## src/hdl/iab_pkg.sv

```systemverilog
/*
  Register map, field positions, target codes, timing constants and carrier
  structs for the indirect access bridge control block.
  Assumes one 200 MHz clock domain; the register port comes from the serial
  control bus slave on the same clock.
*/
package iab_pkg;

  // ----------------------------------------------------------------
  // Register offsets on the serial control bus
  // ----------------------------------------------------------------
  localparam logic [7:0] OFS_CTL = 8'h48;
  localparam logic [7:0] OFS_ADDR_LO = 8'h49;
  localparam logic [7:0] OFS_ADDR_HI = 8'h4a;
  localparam logic [7:0] OFS_DATA0 = 8'h4b;
  localparam logic [7:0] OFS_DATA1 = 8'h4c;
  localparam logic [7:0] OFS_DATA2 = 8'h4d;
  localparam logic [7:0] OFS_DATA3 = 8'h4e;
  localparam logic [7:0] OFS_BRIDGE = 8'h4f;
  localparam logic [7:0] READ_ZERO = 8'h00;

  // ----------------------------------------------------------------
  // Field positions
  // ----------------------------------------------------------------
  localparam int CTL_SEL_LSB = 3;
  localparam int CTL_AUTO = 2;
  localparam int CTL_READ = 1;
  localparam int CTL_EN = 0;
  localparam int BR_SRC = 4;
  localparam int BR_CEC_EN = 3;
  localparam int BR_WIPE = 2;
  localparam int BR_RELOAD = 1;
  localparam int BR_BLOCK = 0;

  // ----------------------------------------------------------------
  // Targets, address steps and strap settling
  // ----------------------------------------------------------------
  localparam logic [1:0] TGT_RX = 2'h0;
  localparam logic [1:0] TGT_EDID = 2'h1;
  localparam logic [1:0] TGT_CFG = 2'h2;
  localparam logic [1:0] TGT_DIE = 2'h3;
  localparam logic [15:0] STEP_RX = 16'h0004;
  localparam logic [15:0] STEP_OTHER = 16'h0001;
  localparam logic [1:0] STRAP_SETTLE = 2'h2;
  localparam logic [1:0] STRAP_DONE = 2'h3;

  // ----------------------------------------------------------------
  // Timing: half periods of the CEC timebase, rounded down
  // ----------------------------------------------------------------
  localparam int CLK_HZ = 200_000_000;
  localparam int OSC_HZ = 25_000_000;
  localparam int CEC_HZ = 32768;
  localparam int CNT_W = 13;
  localparam logic [CNT_W-1:0] HALF_INT = CNT_W'(CLK_HZ / (2 * CEC_HZ));
  localparam logic [CNT_W-1:0] HALF_OSC = CNT_W'(OSC_HZ / (2 * CEC_HZ));

  // ----------------------------------------------------------------
  // Carrier structs
  // ----------------------------------------------------------------
  typedef struct packed {
    logic wr;
    logic rd;
    logic [7:0] addr;
    logic [7:0] wdata;
  } iab_reg_req_s;

  typedef struct packed {
    logic write;
    logic [1:0] target;
    logic [15:0] addr;
    logic [31:0] wdata;
  } iab_xfer_s;

  typedef struct packed {
    logic [3:0] psel;
    logic penable;
    logic pwrite;
    logic [15:0] paddr;
    logic [31:0] pwdata;
  } iab_apb_s;

endpackage

```

## src/hdl/iab_apb_master.sv

```systemverilog
/*
  Single-transfer APB master that runs one indirect read or write.
  Assumes targets on the same clock; one psel line per target.
*/
`timescale 1ns/1ps
`default_nettype none

module iab_apb_master (
  // Clock and reset.
  input wire logic clk,
  input wire logic resetn,
  // Request from the control registers.
  input wire logic start,
  input wire iab_pkg::iab_xfer_s xfer,
  output logic done,
  output logic [31:0] rdata,
  // Internal APB towards the four targets.
  output var iab_pkg::iab_apb_s apb,
  input wire logic [31:0] prdata,
  input wire logic pready
);

  typedef enum logic [1:0] {IAB_IDLE, IAB_SETUP, IAB_ACCESS} iab_phase_e;
  typedef struct packed {
    iab_phase_e phase;
    iab_pkg::iab_xfer_s x;
    logic [31:0] rdata;
    logic done;
  } iab_master_s;

  iab_master_s st;
  iab_master_s next_st;

  // Setup then access phase; a start while busy is not expected.
  always_comb begin
    next_st = st;
    next_st.done = 1'b0;
    unique case (st.phase)
      IAB_IDLE: begin
        if (start) begin
          next_st.x = xfer;
          next_st.phase = IAB_SETUP;
        end
      end
      IAB_SETUP: begin
        next_st.phase = IAB_ACCESS;
      end
      IAB_ACCESS: begin
        if (pready) begin
          if (!st.x.write) begin
            next_st.rdata = prdata;
          end
          next_st.done = 1'b1;
          next_st.phase = IAB_IDLE;
        end
      end
      default: begin
        next_st.phase = IAB_IDLE;
      end
    endcase
  end

  // State register.
  always_ff @(posedge clk) begin
    if (!resetn) begin
      st <= '0;
    end else begin
      st <= next_st;
    end
  end

  // Bus outputs follow the latched request.
  assign apb.psel = (st.phase == IAB_IDLE) ? 4'h0 : (4'h1 << st.x.target);
  assign apb.penable = (st.phase == IAB_ACCESS);
  assign apb.pwrite = st.x.write;
  assign apb.paddr = st.x.addr;
  assign apb.pwdata = st.x.wdata;
  assign done = st.done;
  assign rdata = st.rdata;

endmodule

`default_nettype wire

```

## src/hdl/iab_cec_timebase.sv

```systemverilog
/*
  CEC timebase: a 32.768 kHz square wave and a tick on its rising edge,
  from the system clock or from the 25 MHz oscillator pin.
  Assumes the oscillator pin is asynchronous and far below clk / 2.
*/
`timescale 1ns/1ps
`default_nettype none

module iab_cec_timebase (
  // Clock and reset.
  input wire logic clk,
  input wire logic resetn,
  // Control.
  input wire logic enable,
  input wire logic source,
  // Oscillator pin.
  input wire logic osc_pin,
  // Timebase outputs.
  output logic cec_clk,
  output logic cec_tick
);

  typedef struct packed {
    logic [1:0] osc_sync;
    logic osc_prev;
    logic [iab_pkg::CNT_W-1:0] cnt;
    logic lvl;
    logic tick;
  } iab_cec_s;

  iab_cec_s st;
  iab_cec_s next_st;
  logic step;
  logic [iab_pkg::CNT_W-1:0] half;

  // Count half periods; the oscillator path counts its rising edges only.
  // A source switch can leave the count past the new end, so >= ends that
  // half at once instead of running the counter all the way round.
  always_comb begin
    next_st = st;
    next_st.osc_sync = {st.osc_sync[0], osc_pin};
    next_st.osc_prev = st.osc_sync[1];
    next_st.tick = 1'b0;
    step = source ? (st.osc_sync[1] & ~st.osc_prev) : 1'b1;
    half = source ? iab_pkg::HALF_OSC : iab_pkg::HALF_INT;
    if (!enable) begin
      next_st.cnt = '0;
      next_st.lvl = 1'b0;
    end else if (step) begin
      if (st.cnt >= half - 1'b1) begin
        next_st.cnt = '0;
        next_st.lvl = ~st.lvl;
        next_st.tick = ~st.lvl;
      end else begin
        next_st.cnt = st.cnt + 1'b1;
      end
    end
  end

  // State register.
  always_ff @(posedge clk) begin
    if (!resetn) begin
      st <= '0;
    end else begin
      st <= next_st;
    end
  end

  assign cec_clk = st.lvl;
  assign cec_tick = st.tick;
endmodule

`default_nettype wire

```

## src/hdl/iab_bridge_control.sv

```systemverilog
/*
  Control registers of the indirect access bridge: address and data windows,
  target selection, CEC timebase control, display ID memory reload/wipe and
  the strapped DDC block bit.
  Assumes a byte register port from the serial control bus slave on clk,
  an EEPROM loader that answers reload requests, and targets on clk.
*/
`timescale 1ns/1ps
`default_nettype none

// Overview of operation
// Two-bit target field picks receive regs, ID memory, config or die id.
// Auto-increment adds four for receive target, one otherwise, per transfer.
// Writing one to read-start reads the target into the data window.
// Host loads both address bytes before setting read-start.
// Device clears read-start when the read is done; host may poll.
// Indirect access runs only while enabled; target field selects target.
// Sixteen-bit address in two byte registers, low first, reset zero.
// Thirty-two-bit data in four byte registers, least significant first.
// Source bit picks internal clock or 25 MHz oscillator for CEC.
// Enable bit turns the 32.768 kHz CEC timebase on or off.
// Host enables the CEC timebase before enabling CEC itself.
// Memory wipe happens only with wipe and reload written together.
// Reload refills memory from EEPROM; device clears both bits after.
// Read-only DDC block bit captures the strap pin after reset.
// Writes aimed at config data or die id are dropped.
module iab_bridge_control (
  // Clock and reset.
  input wire logic clk,
  input wire logic resetn,
  // Register port from the serial control bus slave.
  input wire iab_pkg::iab_reg_req_s reg_req,
  output logic [7:0] reg_rdata,
  // Indirect access bus.
  output var iab_pkg::iab_apb_s apb,
  input wire logic [31:0] apb_prdata,
  input wire logic apb_pready,
  // Display ID memory loader.
  output logic edid_reload_req,
  output logic edid_wipe_req,
  input wire logic edid_reload_done,
  output logic display_id_ddc_block,
  // Pins.
  input wire logic mode_strap_pin_zero,
  input wire logic osc_pin,
  // CEC timebase.
  output logic cec_clk,
  output logic cec_tick
);

  // ----------------------------------------------------------------
  // Helpers
  // ----------------------------------------------------------------

  // Address step after one transfer to the given target.
  function automatic logic [15:0] addr_step(input logic [1:0] tgt);
    return (tgt == iab_pkg::TGT_RX) ? iab_pkg::STEP_RX : iab_pkg::STEP_OTHER;
  endfunction

  // Only the receive registers and the ID memory accept writes.
  function automatic logic is_writable(input logic [1:0] tgt);
    return (tgt == iab_pkg::TGT_RX) || (tgt == iab_pkg::TGT_EDID);
  endfunction

  // ----------------------------------------------------------------
  // State
  // ----------------------------------------------------------------

  typedef struct packed {
    logic [1:0] sel;
    logic auto_inc;
    logic rd_req;
    logic en;
    logic [15:0] addr;
    logic [31:0] data;
    logic cec_src;
    logic cec_en;
    logic wipe;
    logic reload;
    logic block;
    logic [1:0] strap_sync;
    logic [1:0] strap_cnt;
    logic wr_pend;
    logic busy;
    logic busy_wr;
    logic [1:0] busy_tgt;
    logic [7:0] rdata;
  } iab_ctl_s;

  iab_ctl_s st;
  iab_ctl_s next_st;

  logic wr_ctl;
  logic wr_addr_lo;
  logic wr_addr_hi;
  logic wr_data0;
  logic wr_data3;
  logic wr_data_any;
  logic wr_bridge;
  logic start;
  iab_pkg::iab_xfer_s xfer;
  logic apb_done;
  logic [31:0] apb_rdata;
  logic [7:0] d;

  // ----------------------------------------------------------------
  // Register write decode
  // ----------------------------------------------------------------

  // Write strobes per register; the data window has one for any byte plus data0 and data3.
  assign d = reg_req.wdata;
  assign wr_ctl = reg_req.wr && (reg_req.addr == iab_pkg::OFS_CTL);
  assign wr_addr_lo = reg_req.wr && (reg_req.addr == iab_pkg::OFS_ADDR_LO);
  assign wr_addr_hi = reg_req.wr && (reg_req.addr == iab_pkg::OFS_ADDR_HI);
  assign wr_data0 = reg_req.wr && (reg_req.addr == iab_pkg::OFS_DATA0);
  assign wr_data3 = reg_req.wr && (reg_req.addr == iab_pkg::OFS_DATA3);
  assign wr_data_any = reg_req.wr && (reg_req.addr >= iab_pkg::OFS_DATA0)
                       && (reg_req.addr <= iab_pkg::OFS_DATA3);
  assign wr_bridge = reg_req.wr && (reg_req.addr == iab_pkg::OFS_BRIDGE);

  // ----------------------------------------------------------------
  // Transfer launch
  // ----------------------------------------------------------------

  // A pending read goes first, so a poll never waits behind a pending write.
  assign start = !st.busy && st.en && (st.rd_req || st.wr_pend);
  assign xfer.write = !st.rd_req;
  assign xfer.target = st.sel;
  assign xfer.addr = st.addr;
  assign xfer.wdata = st.data;

  // ----------------------------------------------------------------
  // Next state
  // ----------------------------------------------------------------

  // Hardware updates come first; host writes then override data and
  // address, while hardware-cleared flags let a host set win.
  always_comb begin
    next_st = st;

    // Strap capture: wait for the synchroniser to fill, then sample once.
    next_st.strap_sync = {st.strap_sync[0], mode_strap_pin_zero};
    if (st.strap_cnt != iab_pkg::STRAP_DONE) begin
      next_st.strap_cnt = st.strap_cnt + 2'h1;
    end
    if (st.strap_cnt == iab_pkg::STRAP_SETTLE) begin
      next_st.block = st.strap_sync[1];
    end

    // Launch bookkeeping.
    if (start) begin
      next_st.busy = 1'b1;
      next_st.busy_wr = xfer.write;
      next_st.busy_tgt = st.sel;
      if (xfer.write) begin
        next_st.wr_pend = 1'b0;
      end
    end

    // Completion: capture read data, drop read-start, step the address.
    if (apb_done) begin
      next_st.busy = 1'b0;
      if (!st.busy_wr) begin
        next_st.data = apb_rdata;
        next_st.rd_req = 1'b0;
      end
      if (st.auto_inc) begin
        next_st.addr = st.addr + addr_step(st.busy_tgt);
      end
    end

    // Loader finished: both memory bits drop together.
    if (edid_reload_done) begin
      next_st.reload = 1'b0;
      next_st.wipe = 1'b0;
    end

    // Host writes to the access control register.
    if (wr_ctl) begin
      next_st.sel = d[iab_pkg::CTL_SEL_LSB +: 2];
      next_st.auto_inc = d[iab_pkg::CTL_AUTO];
      next_st.en = d[iab_pkg::CTL_EN];
      if (d[iab_pkg::CTL_READ]) begin
        next_st.rd_req = 1'b1;
      end
      // A write still waiting must not follow the select to a read-only target.
      if (!is_writable(d[iab_pkg::CTL_SEL_LSB +: 2])) begin
        next_st.wr_pend = 1'b0;
      end
    end

    // Address window, low byte first.
    if (wr_addr_lo) begin
      next_st.addr[7:0] = d;
    end
    if (wr_addr_hi) begin
      next_st.addr[15:8] = d;
    end

    // Data window, least significant byte at the lowest offset.
    if (wr_data_any) begin
      next_st.data[8 * (reg_req.addr - iab_pkg::OFS_DATA0) +: 8] = d;
    end

    // The top byte commits an indirect write to a writable target.
    if (wr_data3 && st.en && is_writable(st.sel)) begin
      next_st.wr_pend = 1'b1;
    end

    // Bridge control; the wipe bit only takes with a reload in the same write.
    if (wr_bridge) begin
      next_st.cec_src = d[iab_pkg::BR_SRC];
      next_st.cec_en = d[iab_pkg::BR_CEC_EN];
      if (d[iab_pkg::BR_RELOAD]) begin
        next_st.reload = 1'b1;
        next_st.wipe = d[iab_pkg::BR_WIPE];
      end
    end

    // Read data is registered, so it appears one cycle after the strobe.
    if (reg_req.rd) begin
      unique case (reg_req.addr)
        iab_pkg::OFS_CTL: begin
          next_st.rdata = {3'h0, st.sel, st.auto_inc, st.rd_req, st.en};
        end
        iab_pkg::OFS_ADDR_LO: begin
          next_st.rdata = st.addr[7:0];
        end
        iab_pkg::OFS_ADDR_HI: begin
          next_st.rdata = st.addr[15:8];
        end
        iab_pkg::OFS_DATA0: begin
          next_st.rdata = st.data[7:0];
        end
        iab_pkg::OFS_DATA1: begin
          next_st.rdata = st.data[15:8];
        end
        iab_pkg::OFS_DATA2: begin
          next_st.rdata = st.data[23:16];
        end
        iab_pkg::OFS_DATA3: begin
          next_st.rdata = st.data[31:24];
        end
        iab_pkg::OFS_BRIDGE: begin
          next_st.rdata = {3'h0, st.cec_src, st.cec_en, st.wipe, st.reload,
                           st.block};
        end
        default: begin
          next_st.rdata = iab_pkg::READ_ZERO;
        end
      endcase
    end
  end

  // ----------------------------------------------------------------
  // State register
  // ----------------------------------------------------------------

  // Every field resets to zero, the documented reset of each register.
  always_ff @(posedge clk) begin
    if (!resetn) begin
      st <= '0;
    end else begin
      st <= next_st;
    end
  end

  // ----------------------------------------------------------------
  // Submodules
  // ----------------------------------------------------------------

  // Indirect bus master.
  iab_apb_master u_master (
    .clk(clk),
    .resetn(resetn),
    .start(start),
    .xfer(xfer),
    .done(apb_done),
    .rdata(apb_rdata),
    .apb(apb),
    .prdata(apb_prdata),
    .pready(apb_pready)
  );

  // CEC timebase generator.
  iab_cec_timebase u_cec (
    .clk(clk),
    .resetn(resetn),
    .enable(st.cec_en),
    .source(st.cec_src),
    .osc_pin(osc_pin),
    .cec_clk(cec_clk),
    .cec_tick(cec_tick)
  );

  // ----------------------------------------------------------------
  // Outputs
  // ----------------------------------------------------------------

  assign reg_rdata = st.rdata;
  assign edid_reload_req = st.reload;
  assign edid_wipe_req = st.wipe & st.reload;
  assign display_id_ddc_block = st.block;
endmodule

`default_nettype wire

```

## config.mk

```make
export PLATFORM = sky130hd
export DESIGN_NAME = iab_bridge_control
export DESIGN_NICKNAME = d
export VERILOG_FILES = /design/src/hdl/iab_pkg.sv /design/src/hdl/iab_apb_master.sv /design/src/hdl/iab_cec_timebase.sv /design/src/hdl/iab_bridge_control.sv
export SDC_FILE = /design/constraint.sdc
export NUM_CORES = 1
export LEC_CHECK = 0
export BUFFER_PORTS_ARGS = -buffer_cell sky130_fd_sc_hd__buf_4
export CORE_MARGIN = 2
export CORE_UTILIZATION = 41
export DETAILED_ROUTE_END_ITERATION = 7
export SETUP_SLACK_MARGIN = 0.3
export SLEW_MARGIN = 0
export SYNTH_ARGS = -nofsm -noshare
export SYNTH_HDL_FRONTEND = slang
export SYNTH_SLANG_ARGS = --single-unit
export TNS_END_PERCENT = 100
```

## constraint.sdc

```tcl
create_clock -name clk -period 5.5 [get_ports clk]
set_clock_uncertainty 0.2 [all_clocks]
set_input_delay 0.275 -clock clk [delete_from_list [all_inputs] [get_ports clk]]
set_output_delay 0.275 -clock clk [all_outputs]
set_load 0.03 [all_outputs]
```

---- Word level (Yosys, flattened, before mapping) ----
Cells that the tools add are included.
storage, ports and cells
  register bits after elaboration ......... 179
  input bits .............................. 56
  output and inout port bits .............. 67
operators by class
  order comparisons ....................... 3
  shift operators ......................... 3
  multiplexer cells ....................... 29
  add/subtract/negate cells ............... 6
  bitwise operators ....................... 6
  eq/ne operators ......................... 16
  reduce and logical (&&, ||, !) cells .... 34
operators by type and width
  kind                                                                              count
  8-bit by 7-bit == test with 1-bit output, second input constant                   8
  32-bit 2-to-1 mux                                                                 2
  8-bit one-hot mux with 8 select lines                                             1
  53-bit 2-to-1 mux                                                                 1
  48-bit 2-to-1 mux                                                                 1
  32-bit negation with 34-bit output                                                1
  8-bit by 34-bit variable shift with 32-bit output, first input constant           1
  8-bit by 34-bit indexed part select with 32-bit output                            1
  32-bit bitwise mux                                                                1
  16-bit by 3-bit adder with 16-bit output                                          1
  16-bit 2-to-1 mux                                                                 1
  8-bit 2-to-1 mux                                                                  2
  2-bit AND reduction                                                               7
  13-bit by 1-bit adder with 13-bit output, second input constant                   1
  13-bit >= comparator                                                              1
  13-bit 2-to-1 mux                                                                 1
  13-bit by 1-bit subtractor with 13-bit output, second input constant              1
  12-bit 2-to-1 mux                                                                 1
  1-bit logical AND                                                                 11
  2-bit 2-to-1 mux                                                                  5
  1-bit 2-to-1 mux                                                                  9
  8-bit by 7-bit subtractor with 9-bit output, second input constant                1
  8-bit by 7-bit >= comparator with 1-bit output, second input constant             1
  8-bit by 7-bit less-or-equal comparator with 1-bit output, second input constant  1
  19 further kinds                                                                  36

---- Longest topological paths before layout ----
Gate-level depths: netlist of run 1.
  depth after elaboration ................. 7
  mapped depth ............................ 15
  depth with buffers taken out ............ 14

---- By module ----
A second synthesis of run 1 with hierarchy kept.
second synthesis, totals
  cells, all modules ...................... 1091
  area, all modules ....................... 9530.4 µm²
modules (own cells, without submodules)
  module              times used  cells an instance  area an instance (µm²)
  iab_bridge_control  1           529                4484.3
  iab_apb_master      1           460                4100.2
  iab_cec_timebase    1           102                945.9

---- Worst setup path after synthesis of run 1 ----
No wires, ideal clock.
  path kind ............................... input -> register
  start point ............................. input port reg_req[8] (netlist name)
  end point ............................... register st[29] (netlist name)
  data arrival time ....................... 3.448 ns
  slack ................................... 1.731 ns
  stages on the path ...................... 15
  path buffers ............................ 1
  setup time .............................. 0.121 ns
  path through ............................ ha_1 -> buf_2 -> nor2_1 -> o21ai_0 -> mux2i_1 -> a32oi_1 -> nor3_1 -> o211ai_1 -> ha_1 -> nor4b_1 -> nand2_1 -> nor4_1 -> nand3_1 -> nor4_4 -> mux2_4
on the way
  word-level cells in the longest chain between the ends .. 5
  elaborated cells between the ends (all ways) .. 10
  those cells by class .................... add/sub (2); order compare (2); shift (2); mux (2); reduce/logical (2)
ends and longest elaborated chain
  element                                                                                                                             line                       text
  start: declaration                                                                                                                  iab_bridge_control.sv:32   input wire iab_pkg::iab_reg_req_s reg_req,
  8-bit by 7-bit subtractor with 9-bit output                                                                                         iab_bridge_control.sv:202  next_st.data[8 * (reg_req.addr - iab_pkg::OFS_DATA0) +: 8] = d;
  32-bit negation with 34-bit output                                                                                                  iab_bridge_control.sv:202
  8-bit by 34-bit indexed part select with 32-bit output / 8-bit by 34-bit variable shift with 32-bit output (equally long branches)  iab_bridge_control.sv:202
  32-bit bitwise mux                                                                                                                  iab_bridge_control.sv:202
  32-bit 2-to-1 mux *                                                                                                                 iab_bridge_control.sv:201  if (wr_data_any) begin
  end signal: assignment                                                                                                              iab_bridge_control.sv:264  st <= next_st;
  end: declaration                                                                                                                    iab_bridge_control.sv:90   iab_ctl_s st;
Mark *: on every way between the ends. The rest lies on a longest branch, timed or not.
A chain may end at the register's enable or synchronous reset.

---- Worst setup path after layout of run 1 ----
  start point ............................. input port reg_req[8] (netlist name)
  end point ............................... register st[30] (netlist name)
Same word-level chain as after synthesis.

==> summary.md, run 1 <==
| Metric | Value |
|---|---|
| All-Layer GR Usage | `0.213` |
| Initial DRC Count | `524` |
| Average cell area after synthesis | `between 8 and 9 um^2` |
| Worst setup EP type | `register` |
| Peak supply drop | `roughly 230 uV` |
| Status | `complete, no violations` |
| Vias in the first global route | `between 7k and 8k` |
| CTS tree | `built` |
| Vias per inst | `5.23` |
| Final Setup Violations | `0` |
| Fin. max-slew vios | `0` |
| CTS Buffer Depth | `2` |
| Port bufs | `122` |
| Post-synth ARST share | `0` |
| Clock Sinks | `roughly 180` |
| Share of the synthesized area in the top cell type | `0.407` |
| YS warnings | `0` |
| Clock Pin Slew Worst Setup and Hold Paths | `approximately 0.070 ns` |
| Critical Setup Path Class | `in -> reg` |
| FMAX | `247 MHz` |
| CP max FO | `23` |
| Crit path max-delay family | `simple AND/OR/NAND/NOR gates` |
| Post-synthesis sequential area ratio | `0.407` |
| Max transition margin | `0.279` |
| Routed WL per cell | `16.7 um` |
| Slowest cell delay on critical path | `between 0.7 and 0.8 ns` |
| TritonRoute pass-1 iters | `7` |
| Tmin final | `between 4 and 5 ns` |
| Largest area contributor in the netlist | `dfxtp_1` |
| Rows | `between 50 and 60` |
| Synthesized cell area | `8810 um^2` |
| Crit path arrival time | `approximately 4.2 ns` |
| Final Hold Viols | `0` |
| Sequential Area | `between 3000 and 4000 um^2` |
| RSZ-0062 raised after global routing | `no` |
| # diodes | `0` |
| Power per cell area | `about 260 nW/um^2` |
| Most frequent cells in the layout | `239 x nand2_1, 179 x dfxtp_1, 130 x buf_4` |
| Mapped Nets | `1140` |
| Fin crit share | `0.736` |
| Critical path buffer and inverter count | `2` |
| Initial antenna violation count | `0` |
| Syn Inst Count | `1061` |
| Final nets | `1216` |
| CTS H-tree lvls | `4` |
| Required @ worst endpoint | `around 5.7 ns` |
| Cell variety after synth | `58` |
| Seq cells post-synth | `179` |
| EDFF count, synth | `0` |
| Tightest Pin Transition | `1.08 ns` |
| # DRC | `0` |
| Fin Hold WS | `0.0946 ns` |
| Area grow syn2layout | `19.7%` |
| Multi-input logic area | `4500 um^2` |
| Commonest non-fill, non-tap cell in the layout | `nand2_1` |
| Global-route wire length before repair | `37.4 mm` |
| DRT Wirelength | `23.8 mm` |
| TritonCTS buffer count | `17` |
| Critical-path top delay cell | `nor4_4` |
| Largest net degree at the start of global routing | `64` |
| Die W | `151 um` |
| # IOs | `~120` |
| Routability congestion estimate | `between 0.8 and 0.9` |
| Core Area | `about 21000 um^2` |
| Die area | `about 23000 um^2` |
| Commonest register cell after synthesis | `dfxtp_1` |
| Worst setup SP type | `input pin` |
| Final TNS setup | `0 ns` |
| Cell Chain, Critical Path | `buf_4 > ha_1 > buf_4 > nor2_1 > o21ai_0 > mux2i_1 > a32oi_1 > nor3_1 > o211ai_1 > ha_1 > nor4_1 > nand4_1 > nor4_4 > mux2i_1` |
| PostCTS Resize Cnt | `0` |
| Post-route ant nets | `0` |
| Clk Latency, worst-skew pair | `0.44 ns` |
| Fraction of layout instances using a drive strength above 1 | `0.190` |
| Starting Density | `0.418` |
| Grt ovf | `0` |
| Leakage | `3.91 nW` |
| Post-DP HPWL | `17.0 mm` |
| DIE HEIGHT | `151 um` |
| Root Driver | `clkbuf_16` |
| Min-delay worst type | `in -> reg` |
| Final-layout fill cell count | `just over 2k` |
| Max cap viols | `0` |
| Via Count | `around 7.5k` |
| Synth top area cells | `dfxtp_1 41%, nand2_1 10%, a21oi_1 6.2%` |
-- worst paths after layout --
kind                     startpoint                 to  slack [ns]  cells after the start
setup / recovery         reg_req[8]             st[30]        1.45                     14
hold / removal           reg_req[8]             st[48]        0.09                      3
setup reg to reg             st[21]       u_cec.st[13]        3.03                      7
hold reg to reg   u_cec.next_st[17]  u_cec.next_st[15]        0.24                      1
-- kinds of logic (layout without fill, tap and decap cells) --
family	Yosys count	after routing	synth area share
compound gates	185	185	0.127
xor+xnor	26	26	0.0258
fa+ha+maj	23	23	0.0327
buf+inv	136	225	0.0844
flops	179	179	0.407
mux	87	87	0.105
simple gates	425	425	0.218
-- per-layer routing --
layer,GRT usage,routed length [um],share of wire
met4,0.0570,358,0.015
met3,0.0455,1350,0.056
met5,0,0,0
met2,0.343,11000,0.46
met1,0.290,11200,0.47
-- stage by stage --
| step | worst slack, ns | instances | cell area (um^2) | total power, mW | utilization |
|---|---|---|---|---|---|
| after floorplan | 1.73 | 1061 | 8810 | 1.42 | - |
| final | 1.45 | 1425 | 10500 | 2.76 | 0.500 |
| after CTS | 1.49 | 1425 | 10500 | 2.78 | 0.500 |
| after detailed placement | 1.08 | 1347 | 9470 | 1.49 | 0.449 |
| after global placement | 1.19 | 1347 | 9470 | 1.48 | 0.449 |
| after global routing | 1.06 | 1425 | 10500 | 2.85 | 0.500 |
-- final cells by class --
type	count	share of cell area
Clock buffer	20	0.0443
Multi-Input combinational cell	746	0.426
Tap cell	275	0.0326
Inverter	17	0.00617
Timing Repair Buffer	176	0.136
Clock inverter	12	0.0146
Sequential cell	179	0.340
-- registers in the layout, summed over array words and instances, names as in the netlist, 2 cells and up --
register        count
u_master.rdata     32
u_master.st         4
u_cec.st           14
u_cec.next_st       2
reg_rdata           8
st                 64
u_master.apb       49
-- worst min-delay path, cell delays in order --
cell	delay, ns
buf_4	0.16
nor4_4	0.11
mux2i_1	0.13
-- synth_stat cells, drive strengths merged (6+ instances only) --
cell / n
nand2: 240
dfxtp: 179
a21oi: 110
nor2: 78
buf: 66
clkbuf: 53
mux2i: 48
mux2: 39
ha: 23
nand3: 21
a211oi: 18
inv: 17
xor2: 15
a222oi: 14
o21ai: 14
and2: 13
nand4: 13
nor2b: 13
xnor2: 11
nor3: 9
and3: 7
nor4: 7
nand2b: 6
-- power breakdown --
part	internal, mW	leakage [nW]	switching (mW)	total [mW]
clock network	0.752	0.310	0.523	1.28
registers	1.30	1.44	0.00429	1.31
logic	0.0787	2.16	0.0987	0.177
-- repair_timing --
| action | CTS | global route |
|---|---|---|
| hold endpoints to repair | 74 | 0 |
| setup buffers | 0 | 0 |
| hold buffers | 46 | 0 |
(Power assumes the default switching activity.)
==> run 2: changes to the inputs <==
clock period = 4 ns   (was 5.5 ns; I/O delays follow)
==> run 2 against run 1 <==
  * Cell area down 0.12%
  * Global-route usage up 0.29 points
  * Clock power up 26%
  * Wire length up 1.2%
  * Critical path type unchanged
==> summary.md, run 2 (same netlist as run 1, synthesis figures left out) <==
| Metric | Value |
|---|---|
| Status | `complete, no violations` |
| Internal power | `2.79 mW (+31%)` |
| Clk Latency, worst-skew pair | `0.43 ns (about the same)` |
| Initial antenna violation count | `0 (unchanged)` |
| Vias in the first global route | `7119 (+1.7%)` |
| Final nets | `1221 (+0.41%)` |
| Final TNS setup | `0 ns (unchanged)` |
| Rows | `53 (unchanged)` |
| Routed WL per cell | `16.9 um (+0.82%)` |
| DRT Wirelength | `24.1 mm (+1.2%)` |
| Area grow syn2layout | `19.6%` |
| Root Driver | `clkbuf_16` |
| Critical Setup Path Class | `in -> reg` |
| Core Area | `21100 um^2 (unchanged)` |
| Placed Cells | `1351 (+0.30%)` |
| Leakage | `3.90 nW (-0.31%)` |
| Post-route ant nets | `0 (unchanged)` |
| Die area | `22700 um^2 (unchanged)` |
| Crit path arrival time | `3.47 ns (-0.74 ns)` |
| All-Layer GR Usage | `0.216 (+0.00286)` |
| Via Count | `7557 (+1.4%)` |
| Most frequent cells in the layout | `239 x nand2_1, 179 x dfxtp_1, 134 x buf_4` |
| Overall Power | `3.65 mW (+32%)` |
| Most flops, register | `st` |
| Fin. max-slew vios | `0 (unchanged)` |
| Clock Sinks | `179 (unchanged)` |
| FMAX | `between 300 and 400 MHz` |
| Final Hold Viols | `0 (unchanged)` |
| Global-route wire length before repair | `38.1 mm (+2.0%)` |
| CTS Buffer Depth | `2 (unchanged)` |
| DIE HEIGHT | `151 um (unchanged)` |
| Sw frac | `0.236 (+0.00870)` |
| CTS tree | `built` |
| Commonest non-fill, non-tap cell in the layout | `nand2_1` |
| # IOs | `123 (unchanged)` |
| Tightest Pin Transition | `1.03 ns (-0.0512 ns)` |
| # diodes | `0 (unchanged)` |
| Tmin final | `3.31 ns` |
| Worst setup SP type | `input pin` |
| Sequential Area | `3580 um^2 (unchanged)` |
| CP max FO | `9 (-61%)` |
| Vias per inst | `5.28 (+1.1%)` |
| Psw | `0.860 mW (+37%)` |
| Worst setup EP type | `register` |
| Grt ovf | `0 (unchanged)` |
| Comb pwr share | `0.068 (+0.004)` |
| Largest net degree at the start of global routing | `87 (+36%)` |
| Max reg flops | `64 (unchanged)` |
| RSZ-0062 raised after global routing | `no` |
| Final-layout fill cell count | `2082 (+2.5%)` |
| TritonCTS buffer count | `17 (unchanged)` |
| Hold depth | `3 (unchanged)` |
| Final Setup Violations | `0 (unchanged)` |
| Die W | `151 um (unchanged)` |
| Initial DRC Count | `458 (-13%)` |
| Sequential Power Share | `0.492 (+0.019)` |
| Power per cell area | `346 nW/um^2 (+32%)` |
| Multi-input logic area | `4500 um^2 (+0.11%)` |
| Share of total power in the clock network | `0.441 (-0.021)` |
| Reg2Reg Depth | `5 (-2)` |
| Fin crit share | `0.828` |
| Routability congestion estimate | `0.858 (-0.56%)` |
| Min-delay worst type | `in -> reg` |
| Max cap viols | `0 (unchanged)` |
| TritonRoute pass-1 iters | `7 (unchanged)` |
| CTS H-tree lvls | `4 (unchanged)` |
| Peak supply drop | `294 uV (+31%)` |
| Post-CTS setup buffers | `0 (unchanged)` |
| Max transition margin | `0.313 (+0.0342)` |
| Post-DP HPWL | `17.1 mm (+0.63%)` |
| Port bufs | `122 (unchanged)` |
| Fraction of layout instances using a drive strength above 1 | `0.192 (+0.00264)` |
| # DRC | `0 (unchanged)` |
| Clock Pin Slew Worst Setup and Hold Paths | `0.07 ns (about the same)` |
| Required @ worst endpoint | `4.16 ns (-1.50 ns)` |
| Non-Filler Instances | `1430 (+0.35%)` |
| Starting Density | `0.418 (unchanged)` |
## run 2: cell types whose count changed in the layout (fill, tap and decap cells not counted), sizes merged
cell         change
clkinvlp         +4
dlygate4sd3      +1
bufinv           -2
clkinv           -3
inv              +1
buf              +4
## run 2: final timing paths
check                          from                end  slack [ns]
setup reg to reg             st[71]   u_master.apb[13]        1.55
hold / removal               resetn             st[40]        0.07
setup / recovery         reg_req[8]             st[22]        0.69
hold reg to reg   u_cec.next_st[17]  u_cec.next_st[15]        0.24
## run 2: cell type report
type,instances,share of cell area
Timing Repair Buffer,181,0.140
Inverter,17,0.00618
Sequential cell,179,0.340
Clock inverter,12,0.0101
Tap cell,275,0.0327
Multi-Input combinational cell,746,0.427
Clock buffer,20,0.0434
## run 2: per-stage QoR
step / hold slack, ns / cell area, um^2 / setup WS [ns] / utilization
finish: 0.0723 / 10500 / 0.687 / 0.500
global route: 0.0910 / 10500 / 0.402 / 0.500
CTS: 0.0625 / 10500 / 0.549 / 0.499
detailed placement: 0.220 / 9500 / 0.101 / 0.450
global placement: 0.223 / 9500 / 0.214 / 0.450
floorplan: 0.127 / 8810 / 0.306 / -
## run 2: power by group through the flow
| stage | registers, mW | logic [mW] | clock network [mW] |
|---|---|---|---|
| after floorplan | 1.83 | 0.121 | 0 |
| after global placement | 1.83 | 0.207 | 0 |
| after detailed placement | 1.84 | 0.209 | 0 |
| after CTS | 1.79 | 0.245 | 1.64 |
| after global routing | 1.79 | 0.268 | 1.71 |
| final | 1.79 | 0.247 | 1.61 |
## run 2: layer usage
layer  vias up  wire (um)  track usage
li1       3746          -            -
met1      3547      11000        0.288
met2       235      11300        0.355
met3        29       1340       0.0373
met4         0        427       0.0706
met5         -          0            0
## run 2: worst max-delay path, stage by stage
cell and delay, ns:
buf_4 0.16, ha_1 0.22, nor2_1 0.15, o21ai_0 0.16, mux2i_1 0.17, a32oi_1 0.08, nor3_2 0.38, o211ai_1 0.16
ha_1 0.33, nor4b_1 0.28, nand2_1 0.11, nor4_1 0.23, nand3_1 0.15, nor4_4 0.21, buf_4 0.24, mux2i_1 0.22
## run 2: repair_timing
action | CTS | global route
gates resized for setup | 0 | 1
setup endpoints to repair | 0 | 10
endpoints found under the hold margin | 94 | 0
hold buffers | 47 | 0
==> run 3: changes to the inputs <==
clock period = 3.07 ns   (was 4 ns; I/O delays follow)
==> run 3 against run 2 <==
  * Clock power increased by 35%
  * Clock-buffer cell count decreased by 1
  * Non-clock buffer count increased by 51
  * Register-to-register slack got worse by 0.90 ns
  * Setup slack got worse by 0.53 ns
  * Sequential power increased by 31%
  * Wire length increased by 3.6%
  * First-iteration DRC count increased by 22%
  * Global-route usage increased by 0.65 points
  * Via count increased by 3.4%
  * Critical endpoint is now st[24]
  * Largest power group unchanged
  * Highest routed layer unchanged
==> summary.md, run 3 (same netlist as run 1, synthesis figures left out) <==
| Metric | Value |
|---|---|
| Final Hold Viols | `0 (unchanged)` |
| Most flops, register | `st` |
| Core Area | `21100 um^2 (unchanged)` |
| Worst r2r dst | `st[68]` |
| Routability congestion estimate | `0.872 (+1.6%)` |
| Final nets | `1272 (+4.2%)` |
| Max cap viols | `0 (unchanged)` |
| Initial DRC Count | `560 (+22%)` |
| Crit path arrival time | `3.06 ns (-0.41 ns)` |
| Initial antenna violation count | `0 (unchanged)` |
| Critical path buffer and inverter count | `4 (+2)` |
| TritonRoute pass-1 iters | `8 (+1)` |
| Reg2Reg Depth | `9 (+4)` |
| Global-route wire length before repair | `39.2 mm (+2.8%)` |
| DIE HEIGHT | `151 um (unchanged)` |
| Grt ovf | `0 (unchanged)` |
| Cell Chain, Critical Path | `buf_8 > buf_12 > a21oi_4 > nand4b_1 > mux2i_1 > a32oi_1 > nor3_2 > buf_4 > and2_1 > ha_4 > nor4b_4 > nand2_1 > nor4_2 > nand3_1 > nor4_4 > buf_6 > mux2i_2` |
| RSZ-0062 raised after global routing | `yes` |
| Clock Pin Slew Worst Setup and Hold Paths | `0.07 ns (about the same)` |
| Slowest cell delay on critical path | `0.36 ns (-0.02 ns)` |
| Worst Setup Slack post-DPL | `-0.358 ns (-0.459 ns)` |
| TritonCTS buffer count | `17 (unchanged)` |
| Root Driver | `clkbuf_16` |
| Die area | `22700 um^2 (unchanged)` |
| Final TNS setup | `0 ns (unchanged)` |
| Rows | `53 (unchanged)` |
| Vias per inst | `5.28 (-0.13%)` |
| Via Count | `7816 (+3.4%)` |
| Status | `complete, no violations` |
| Leakage | `4.19 nW (+7.6%)` |
| # DRC | `0 (unchanged)` |
| Area grow syn2layout | `26.5%` |
| Vias in the first global route | `7368 (+3.5%)` |
| Die W | `151 um (unchanged)` |
| Routed WL per cell | `16.9 um (about the same)` |
| Final Setup Violations | `0 (unchanged)` |
| CP Launch Point | `reg_req[8]` |
| Reg2reg setup slack | `0.65 ns (-0.90 ns)` |
| # diodes | `0 (unchanged)` |
| All-Layer GR Usage | `0.222 (+0.00648)` |
| FMAX | `344 MHz` |
| Max reg flops | `64 (unchanged)` |
| Power per cell area | `439 nW/um^2 (+27%)` |
| Post-DP HPWL | `17.9 mm (+4.7%)` |
| Starting Density | `0.418 (unchanged)` |
| Worst setup EP type | `register` |
| Hold depth | `6 (+3)` |
| Fin. max-slew vios | `0 (unchanged)` |
| Critical Setup Path Class | `in -> reg` |
| DRT Wirelength | `25.0 mm (+3.6%)` |
| Most frequent cells in the layout | `239 x nand2_1, 179 x dfxtp_1, 171 x buf_4` |
| CTS Buffer Depth | `2 (unchanged)` |
| Required @ worst endpoint | `3.23 ns (-0.93 ns)` |
| Largest net degree at the start of global routing | `36 (-59%)` |
| Clk Latency, worst-skew pair | `0.43 ns (about the same)` |
| Post-route ant nets | `0 (unchanged)` |
| Hold path startpoint | `reg_req[8]` |
| Hold EP | `st[47]` |
| Max transition margin | `0.484 (+0.170)` |
| Final-layout fill cell count | `2019 (-3.0%)` |
| Tmin final | `a little under 3 ns` |
| Final worst setup slack | `0.162 ns (-0.525 ns)` |
| Commonest non-fill, non-tap cell in the layout | `nand2_1` |
| Reg-to-Reg Start | `st[9]` |
| Crit path max-delay family | `simple AND/OR/NAND/NOR gates` |
| Peak supply drop | `351 uV (+19%)` |
| Port bufs | `122 (unchanged)` |
| Final Util | `0.529 (+0.0290)` |
| Fin crit share | `0.947` |
| # IOs | `123 (unchanged)` |
| CP max FO | `7 (-2)` |
| CTS H-tree lvls | `4 (unchanged)` |
| Fraction of layout instances using a drive strength above 1 | `0.235 (+0.0425)` |
| Tightest Pin Transition | `0.774 ns (-0.252 ns)` |
| Min-delay worst type | `in -> reg` |
| Critical-path top delay cell | `nor4_4` |
| Worst setup SP type | `input pin` |
| CTS tree | `built` |
| Clock Sinks | `179 (unchanged)` |
[run 3: changes by cell type in the layout (fill, tap and decap cells not counted), moves of 3 or more]
cell      change
ha_1          -3
clkinv_2      -4
buf_6         +6
buf_4        +37
ha_4          +3
nor2_1        -3
buf_12        +5
[run 3: layer usage]
metal,wire [um],global-route usage,vias up
li1,-,-,3850
met1,11300,0.298,3662
met2,11500,0.356,258
met3,1510,0.0448,46
met4,634,0.0790,0
met5,0,0,-
[run 3: worst register-to-register path: stages, from the launching register on]
cell	delay, ns
dfxtp_1	0.31
or2_2	0.30
inv_1	0.06
ha_1	0.17
a21oi_1	0.15
or4_1	0.59
a211oi_1	0.27
nor3_1	0.08
o21ai_0	0.09
a21oi_1	0.08
[run 3: where the power goes]
group | switching (mW) | total (mW) | internal [mW]
combinational | 0.201 | 0.394 | 0.193
sequential | 0.00716 | 2.34 | 2.33
clock | 0.955 | 2.17 | 1.21
total | 1.16 | 4.90 | 3.73
[run 3: area by class of cell]
class	instances	area, um^2	share of cell area
multi-input combinational	746	4610	0.414
sequential	179	3580	0.322
timing repair buffer	232	1960	0.176
clock buffer	19	433	0.0388
tap	275	344	0.0309
clock inverter	13	150	0.0135
inverter	17	65.1	0.00584
[run 3: repair_timing]
item                                    in CTS  in global routing
endpoints found under the hold margin      102                  0
gates resized for setup                      5                 11
buffers inserted                             1                  2
pin swaps                                   10                 11
endpoints found under the setup margin       8                 32
hold buffers                                49                  0
[run 3: how the worst max path moves through the flow]
stage             end  slack (ns)  cells after the start
2_1_floorplan  st[29]       -0.39                     15
3_3_place_gp   st[22]       -0.30                     18
5_1_grt        st[24]       -0.06                     17
4_1_cts        st[24]        0.30                     17
3_5_place_dp   st[24]       -0.36                     17
6_report       st[24]        0.16                     17
[run 3: through the flow]
step                      instances  cell area (um^2)  hold slack (ns)  total power, mW
final                          1481             11100            0.211             4.90
after global routing           1481             11100            0.219             5.07
after CTS                      1479             11100            0.235             4.92
after detailed placement       1397              9960            0.169             2.72
after global placement         1397              9960            0.171             2.71
after floorplan                1061              8890           0.0808             2.56
